$ cat src/rtl/acs_regs.svh
`ifndef ACS_REGS_SVH
`define ACS_REGS_SVH

`define ACS_MODE_MSB      6
`define ACS_MODE_LSB      4
`define ACS_CLKSEL_MSB    3
`define ACS_CLKSEL_LSB    2
`define ACS_MODE_RESET    3'h0
`define ACS_CLKSEL_RESET  2'h0
`define ACS_MODE_CONT     3'h0
`define ACS_MODE_SINGLE   3'h1
`define ACS_MODE_STANDBY  3'h2
`define ACS_MODE_PDOWN    3'h3
`define ACS_MODE_ZS_CAL   3'h6
`define ACS_MODE_FS_CAL   3'h7
`define ACS_CLK_INT       2'h0
`define ACS_CLK_INT_OUT   2'h1
`define ACS_CLK_EXT       2'h2
`define ACS_CAL_TIME_NS   1000
`define ACS_CLK_PERIOD_NS 10
`define ACS_CAL_CYCLES    ((`ACS_CAL_TIME_NS + `ACS_CLK_PERIOD_NS - 1) / `ACS_CLK_PERIOD_NS)

`endif

$ cat src/rtl/acs_pkg.sv
package acs_pkg;
  typedef struct packed {
    logic        valid;
    logic        gain;
    logic [1:0]  chan;
    logic [23:0] data;
  } acs_coef_t;

  typedef struct packed {
    logic int_osc_en;
    logic pin_drive;
    logic ext_sel;
  } acs_clk_t;
endpackage

$ cat src/rtl/acs_clk_sel.sv
`include "acs_regs.svh"

module acs_clk_sel (
  input  wire logic             clk_sys,
  input  wire logic             reset_n,
  input  wire logic             clk_en,
  input  wire logic [1:0]       clk_sel,
  output acs_pkg::acs_clk_t     clk_ctl
);
  acs_pkg::acs_clk_t next_clk_ctl;

  always_comb begin
    next_clk_ctl = '0;
    unique case (clk_sel)
      `ACS_CLK_INT: next_clk_ctl.int_osc_en = 1'b1;
      `ACS_CLK_INT_OUT: begin
        next_clk_ctl.int_osc_en = 1'b1;
        next_clk_ctl.pin_drive  = 1'b1;
      end
      `ACS_CLK_EXT: next_clk_ctl.ext_sel = 1'b1;
      // Reserved code keeps the safe internal clock
      default: next_clk_ctl.int_osc_en = 1'b1;
    endcase
  end

  always_ff @(posedge clk_sys or negedge reset_n) begin
    if (!reset_n) begin
      clk_ctl <= '{int_osc_en: 1'b1, pin_drive: 1'b0, ext_sel: 1'b0};
    end else if (clk_en) begin
      clk_ctl <= next_clk_ctl;
    end
  end
endmodule

$ cat src/rtl/acs_ctrl.sv
// Functional notes
// - Mode field at bits 6:4; code 010 holds the converter in standby.
// - Mode 110 with exactly one channel enabled runs zero-scale calibration, stores offset, then standby.
// - Mode 111 with exactly one channel enabled runs full-scale calibration, stores gain, then standby.
// - Clock select at bits 3:2, resets to 00: internal oscillator.
// - Code 01: internal oscillator, also driven out on shared clock pin.
// - Code 10: converter clock taken from the shared clock pin.
`include "acs_regs.svh"

module acs_ctrl (
  input  wire logic              clk_sys,
  input  wire logic              reset_n,
  input  wire logic              clk_en,
  input  wire logic              cfg_write,
  input  wire logic [10:0]       cfg_data,
  input  wire logic [3:0]        chan_en,
  input  wire logic [23:0]       sample,
  input  wire logic              shared_clock_pin_in,
  output logic                   shared_clock_pin_out,
  output logic                   shared_clock_pin_oe,
  output logic                   conv_clk_ext,
  output logic                   busy,
  output logic                   cal_error,
  output logic [2:0]             mode_now,
  output acs_pkg::acs_coef_t     coef_wr
);
  typedef enum logic [2:0] {
    ACS_IDLE = 3'b001,
    ACS_CAL  = 3'b010,
    ACS_DONE = 3'b100
  } acs_state_t;

  function automatic logic one_hot4(input logic [3:0] v);
    one_hot4 = (v != 4'h0) && ((v & (v - 4'h1)) == 4'h0);
  endfunction

  function automatic logic [1:0] chan_idx(input logic [3:0] v);
    chan_idx = v[3] ? 2'h3 : v[2] ? 2'h2 : v[1] ? 2'h1 : 2'h0;
  endfunction

  localparam int CAL_CYC = `ACS_CAL_CYCLES;

  acs_state_t         state;
  acs_state_t         next_state;
  logic [2:0]         next_mode;
  logic [1:0]         clk_sel;
  logic [1:0]         next_clk_sel;
  logic [7:0]         cnt;
  logic [7:0]         next_cnt;
  logic               gain_cal;
  logic               next_gain_cal;
  logic               next_busy;
  logic               next_err;
  logic               osc_div;
  logic               next_osc_div;
  acs_pkg::acs_coef_t next_coef;
  acs_pkg::acs_clk_t  clk_ctl;

  acs_clk_sel u_clk_sel (
    .clk_sys (clk_sys),
    .reset_n (reset_n),
    .clk_en  (clk_en),
    .clk_sel (clk_sel),
    .clk_ctl (clk_ctl)
  );

  always_comb begin
    next_state    = state;
    next_mode     = mode_now;
    next_clk_sel  = clk_sel;
    next_cnt      = cnt;
    next_gain_cal = gain_cal;
    next_busy     = busy;
    next_err      = cal_error;
    next_coef     = '0;
    // Writes during calibration are dropped so a result is never torn
    if (cfg_write && state == ACS_IDLE) begin
      next_mode    = cfg_data[`ACS_MODE_MSB:`ACS_MODE_LSB];
      next_clk_sel = cfg_data[`ACS_CLKSEL_MSB:`ACS_CLKSEL_LSB];
      if (next_mode == `ACS_MODE_ZS_CAL || next_mode == `ACS_MODE_FS_CAL) begin
        if (one_hot4(chan_en)) begin
          next_state    = ACS_CAL;
          next_cnt      = 8'(CAL_CYC - 1);
          next_gain_cal = next_mode[0];
          next_busy     = 1'b1;
          next_err      = 1'b0;
        end else begin
          next_err  = 1'b1;
          next_mode = `ACS_MODE_STANDBY;
        end
      end
    end
    unique case (state)
      ACS_IDLE: ;
      ACS_CAL: begin
        if (cnt == 8'h0) begin
          next_state = ACS_DONE;
        end else begin
          next_cnt = cnt - 8'h1;
        end
      end
      ACS_DONE: begin
        // offset or gain coefficient, then standby
        next_coef.valid = 1'b1;
        next_coef.gain  = gain_cal;
        next_coef.chan  = chan_idx(chan_en);
        next_coef.data  = sample;
        next_mode       = `ACS_MODE_STANDBY;
        next_busy       = 1'b0;
        next_state      = ACS_IDLE;
      end
    endcase
  end

  always_comb begin
    next_osc_div = clk_ctl.int_osc_en ? ~osc_div : 1'b0;
  end

  always_ff @(posedge clk_sys or negedge reset_n) begin
    if (!reset_n) begin
      state     <= ACS_IDLE;
      mode_now  <= `ACS_MODE_RESET;
      clk_sel   <= `ACS_CLKSEL_RESET;
      cnt       <= 8'h0;
      gain_cal  <= 1'b0;
      busy      <= 1'b0;
      cal_error <= 1'b0;
      coef_wr   <= '0;
      osc_div   <= 1'b0;
    end else if (clk_en) begin
      state     <= next_state;
      mode_now  <= next_mode;
      clk_sel   <= next_clk_sel;
      cnt       <= next_cnt;
      gain_cal  <= next_gain_cal;
      busy      <= next_busy;
      cal_error <= next_err;
      coef_wr   <= next_coef;
      osc_div   <= next_osc_div;
    end
  end

  always_ff @(posedge clk_sys or negedge reset_n) begin
    if (!reset_n) begin
      shared_clock_pin_out <= 1'b0;
      shared_clock_pin_oe  <= 1'b0;
      conv_clk_ext         <= 1'b0;
    end else if (clk_en) begin
      shared_clock_pin_out <= clk_ctl.pin_drive & next_osc_div;
      shared_clock_pin_oe  <= clk_ctl.pin_drive;
      conv_clk_ext         <= clk_ctl.ext_sel & shared_clock_pin_in;
    end
  end
endmodule

$ cat config.mk
export PLATFORM = sky130hd
export DESIGN_NAME = acs_ctrl
export DESIGN_NICKNAME = d
export VERILOG_FILES = /design/src/rtl/acs_pkg.sv /design/src/rtl/acs_clk_sel.sv /design/src/rtl/acs_ctrl.sv
export VERILOG_INCLUDE_DIRS = /design/src /design/src/rtl
export SDC_FILE = /design/constraint.sdc
export NUM_CORES = 1
export LEC_CHECK = 0
export BUFFER_PORTS_ARGS = -buffer_cell sky130_fd_sc_hd__buf_2
export CAP_MARGIN = 20
export CELL_PAD_IN_SITES_DETAIL_PLACEMENT = 0
export CELL_PAD_IN_SITES_GLOBAL_PLACEMENT = 1
export CORE_AREA = 2 2 117 62
export DETAILED_ROUTE_END_ITERATION = 12
export DIE_AREA = 0 0 119 64
export PLACE_DENSITY_LB_ADDON = 0.1
export SYNTH_ARGS = -nofsm -noshare
export SYNTH_HDL_FRONTEND = slang
export SYNTH_SLANG_ARGS = --single-unit
export TNS_END_PERCENT = 30
$ cat constraint.sdc
create_clock -name clk_sys -period 2.3 [get_ports clk_sys]
set_input_delay 0.115 -clock clk_sys [delete_from_list [all_inputs] [get_ports clk_sys]]
set_output_delay 0.115 -clock clk_sys [all_outputs]
set_load 0.02 [all_outputs]
Word level (Yosys, flattened, before mapping) --
Index checks and enable logic that the tools add are counted.
Cells by class: add/subtract/negate cells 2, magnitude comparators 0, mux-type cells 27, eq/ne operators 7, div/mod/pow operators 0, bitwise gates (word level) 4, reduce and logical (&&, ||, !) cells 14, shift operators 0, multiply operators 0
Operator list (count):
- 8-bit two-way mux | 5
- 28-bit two-way mux | 1
- 3-bit two-way mux | 8
- 1-bit two-way mux | 10
- 3-bit equality test (second input constant) | 3
- 8-bit logical NOT | 1
- 4-bit AND reduction | 2
- 8-bit by 1-bit subtractor with 8-bit output (second input constant) | 1
- 3-bit case mux with 2 select lines | 1
- 2-bit nonzero test | 3
- 4-bit AND | 1
- 4-bit logical NOT | 1
- 2-bit two-way mux | 2
- 2-bit AND reduction | 2
- 4-bit nonzero test | 1
- 4-bit by 1-bit subtractor with 4-bit output (second input constant) | 1
- 3-bit by 1-bit equality test with 1-bit output (second input constant) | 1
- 3-bit by 2-bit equality test with 1-bit output (second input constant) | 1
- 3-bit AND reduction | 1
- 1-bit AND | 2
- 2-bit by 1-bit equality test with 1-bit output (second input constant) | 1
- 2-bit equality test (second input constant) | 1
- 1-bit logical AND | 2
- 1-bit logical OR | 1
- 1-bit NOT | 1
Word-level totals: RAM bits 0, bits of input ports 44, bits in latches 0, ROM bits 0, memories 0, flip-flop bits (word level) 54

Longest topological paths before layout --
depth after elaboration 9, depth in mapped cells 6

Cells and area by module --
A second synthesis with hierarchy kept.
Second synthesis, totals: cell total of the unflattened synthesis 239, area, all modules 2372.3 sq um
Modules (own cells, without submodules):
- acs_ctrl | cells each 229, instances 1, area each 2255.9 sq um
- acs_clk_sel | cells each 10, instances 1, area each 116.4 sq um

Least setup slack after synthesis --
Ideal clock, no wire load.
kind register to register, start point reg state[1], end point reg gain_cal, path slack 0.636 ns, data arrival time 1.539 ns, required time 2.175 ns, stages on the path, launching flop included 6, cell sequence dfrtp_1 > and2b_1 > nand3_2 > or3_1 > buf_4 > mux2_4
On the way: word-level cells in the longest chain between the ends 3
Ends and longest elaborated chain:
- start, declared | RTL line acs_ctrl.sv:43 | acs_state_t state;
- start signal, assigned | RTL line acs_ctrl.sv:131 | state <= next_state;
- 3-bit by 1-bit equality test with 1-bit output | RTL line acs_ctrl.sv:77 | if (cfg_write && state == ACS_IDLE) begin
- 1-bit logical AND | RTL line acs_ctrl.sv:77
- 4-bit AND reduction (no source line)
- end signal, assigned | RTL line acs_ctrl.sv:135 | gain_cal <= next_gain_cal;
- end, declared | RTL line acs_ctrl.sv:50 | logic gain_cal;
No other way between the ends. A chain may end at the register's enable or synchronous reset.

Worst setup path after layout --
start point reg cnt[0], end point reg cnt[1]
On the way: word-level cells in the longest chain between the ends 3
Ends and longest elaborated chain:
- start, declared | RTL line acs_ctrl.sv:48 | logic [7:0] cnt;
- start signal, assigned | RTL line acs_ctrl.sv:134 | cnt <= next_cnt;
- 8-bit by 1-bit subtractor with 8-bit output / 8-bit logical NOT (equally long branches) | RTL line acs_ctrl.sv:99, acs_ctrl.sv:96
- 8-bit two-way mux (*) | RTL line acs_ctrl.sv:96 | if (cnt == 8'h0) begin
- 8-bit two-way mux (*) | RTL line acs_ctrl.sv:93 | unique case (state)
Mark *: on every way between the ends. The rest lies on a longest branch, timed or not.

==> results.ini <==
[routing]
wl_per_cell_um=12.5
vias=1907
first_pass_iters=4
ant_nets=0
drtIter0Drc=72
post-route-drc-count=0
viasPerCell=4.58
wl_um=5200

[global_route]
met1_usage_pct=18.5
use_met2_pct=23.9
grt_util_met3_pct=4.55
grt_pass1_vias=1908
antenna_found_initial=0
grt_overflow=0
grt.total_usage_pct=14.6
busiest_layer=met2
grt_max_degree=41
grt_pass1_wl_um=8750

[floorplan]
fp.coreArea_um2=6540
die_y_um=64
ios=80
fp-row-count=21
dieArea_um2=7620
die_x_um=119
start_util_pct=36.3

[synthesis]
ys_ff_latch=54
yosysWarnings=0
synth_cell_type_count=47
synth-edff-count=0
synth_ff_type=dfrtp_1
synthArstFlopShare_pct=100
synthesis.area_um2=2370
synth.avg_cell_area_um2=9.64
syn_nets=291
ys_seq_area_share_pct=57.1
syn_inst=246

[placement]
io_buffers=73
place_area_um2=2860
dp_slack_ns=0.441
place_inst=407
dpl.hpwl_um=3840
finalWeightedCongestion=0.763

[sta]
worst_hold_slack_ns=0.00818
slew_violations=0
rsz0062_at_grt=no
hold_viol=0
fin_crit_sh_pct=80.9
fmax_mhz=538
final.min_clock_period_ns=1.86
setup_violations=0
worstMarginPinSlew_ns=0.725
relSlewSlack_pct=51.2
timing.final.ws_setup_ns=0.440
clock_skew_ns=0.00522
fin_tns_setup_ns=0

[power]
p_per_area_nw_per_um2=621
vdd_drop_max_mv=0.257
power_switching_mw=0.386
combinationalPowerShare_pct=4.7
p_sw_share_pct=20.4
internal_power_mw=1.50
p_clk_share_pct=44.9
seq_power_share_pct=50.4
p_leak_nw=1.48
total_power_mw=1.89

[job]
drv_cap=0

[cts]
numCtsBuffers=5
clk_latency_ns=0.29
cts_tree=built
clock_path_buffers=2
htreeDepth=2
clock-sinks=54
clk_pin_slew_ns=0.07
cts_resized=0
root_buffer=clkbuf_16

[worst_setup_path]
endpoint_kind=flop
startpoint_type=flop
path_class=flop to flop
critPathRequiredTime_ns=2.44
cp_max_fo=6
crit_arrival_ns=2.00
rr_worst_depth=6

[final_layout]
layout-drive-gt1-share_pct=29.6
instances_no_fill=416
area_growth_pct=28.2
antenna_cells=0
final_net_count=368
final_area_um2=3040
fin_util_pct=46.5
final_common_cell=buf_2
mostFrequentLayoutCells=buf_2, dfrtp_1, inv_1

[min_path]
hold_depth=3
hp-class=input port to flop

[outcome]
status=finished, final reports clean

routing by layer:
metal | routed length [um] | up-vias
met5 | 0 | -
met4 | 73 | 0
met3 | 262 | 8
met2 | 2300 | 38
met1 | 2560 | 882
li1 | - | 979
timing repair:
item / in CTS / in global routing
buffers inserted: 0 / 0
hold buffers: 1 / 0
hold endpoints to repair: 27 / 0
path summary, 6_finish.rpt:
path	end	from	slack, ns
worst max-delay path	cnt[1]$_DFFE_PN0P_	cnt[0]$_DFFE_PN0P_	0.44
max in group asynchronous	coef_wr[5]$_DFFE_PN0P_	reset_n	1.32
worst max register to register	cnt[1]$_DFFE_PN0P_	cnt[0]$_DFFE_PN0P_	0.44
worst min-delay path	clk_sel[0]$_DFFE_PN0P_	cfg_data[2]	0.008
worst min register to register	coef_wr[26]$_DFFE_PN0P_	gain_cal$_DFFE_PN0P_	0.49
min in group asynchronous	cnt[4]$_DFFE_PN0P_	reset_n	0.40
cells by family after synthesis:
family,synth area share [%]
and+or+nand+nor,16.0
adders and majority gates,0.527
xor gates and xnor gates,0.369
DFF,57.1
AOI/OAI and AO/OA,17.1
muxes,1.58
buffers and inverters,7.33
sequential cells by signal (all words and copies together) (netlist names):
signal	flops
coef_wr	28
cnt	8
mode_now	3
state	3
u_clk_sel.clk_ctl	3
clk_sel	2
busy	1
cal_error	1
conv_clk_ext	1
gain_cal	1
osc_div	1
shared_clock_pin_oe	1
shared_clock_pin_out	1
cell type report:
type,instances,area (um2)
fill,658,3500
sequential,54,1350
multi-input combinational,147,845
timing repair buffer,79,425
inverter,36,135
clock buffer,6,129
tap,92,115
clock inverter,2,38.8
power by group through the flow:
stage	combinational, mW	sequential, mW	clock [mW]
after global routing	0.102	0.952	0.917
final	0.0892	0.953	0.848
after global placement	0.0883	0.971	0
after detailed placement	0.0899	0.971	0
after CTS	0.0916	0.952	0.877
after floorplan	0.0210	0.971	0
worst max-delay path, stage by stage (launching register included):
cell      delay (ns)
dfrtp_1         0.42
inv_1           0.09
ha_1            0.20
nor3b_1         0.38
a21boi_0        0.35
nor2_1          0.19
a22oi_1         0.08
cell usage after synthesis (2+ instances only):
master | n | area share [%]
nand3_1 | 6 | 1.3
o31ai_1 | 2 | 0.63
dfrtp_1 | 52 | 55
mux2_2 | 2 | 0.95
o311ai_0 | 2 | 0.74
nor4b_1 | 2 | 0.74
a31o_2 | 2 | 0.74
dfstp_2 | 2 | 2.2
clkbuf_1 | 7 | 1.1
nor3b_1 | 2 | 0.63
o21a_1 | 2 | 0.63
o21ai_0 | 35 | 7.4
or3_1 | 2 | 0.53
nor2b_1 | 5 | 1.3
a32o_1 | 2 | 0.84
nor2_1 | 10 | 1.6
nand2_1 | 35 | 5.5
a21boi_0 | 2 | 0.63
nand3b_1 | 3 | 0.95
nor4_1 | 2 | 0.53
inv_1 | 36 | 5.7
a21oi_1 | 8 | 1.7
No activity file was read; power rests on OpenSTA's default activity.
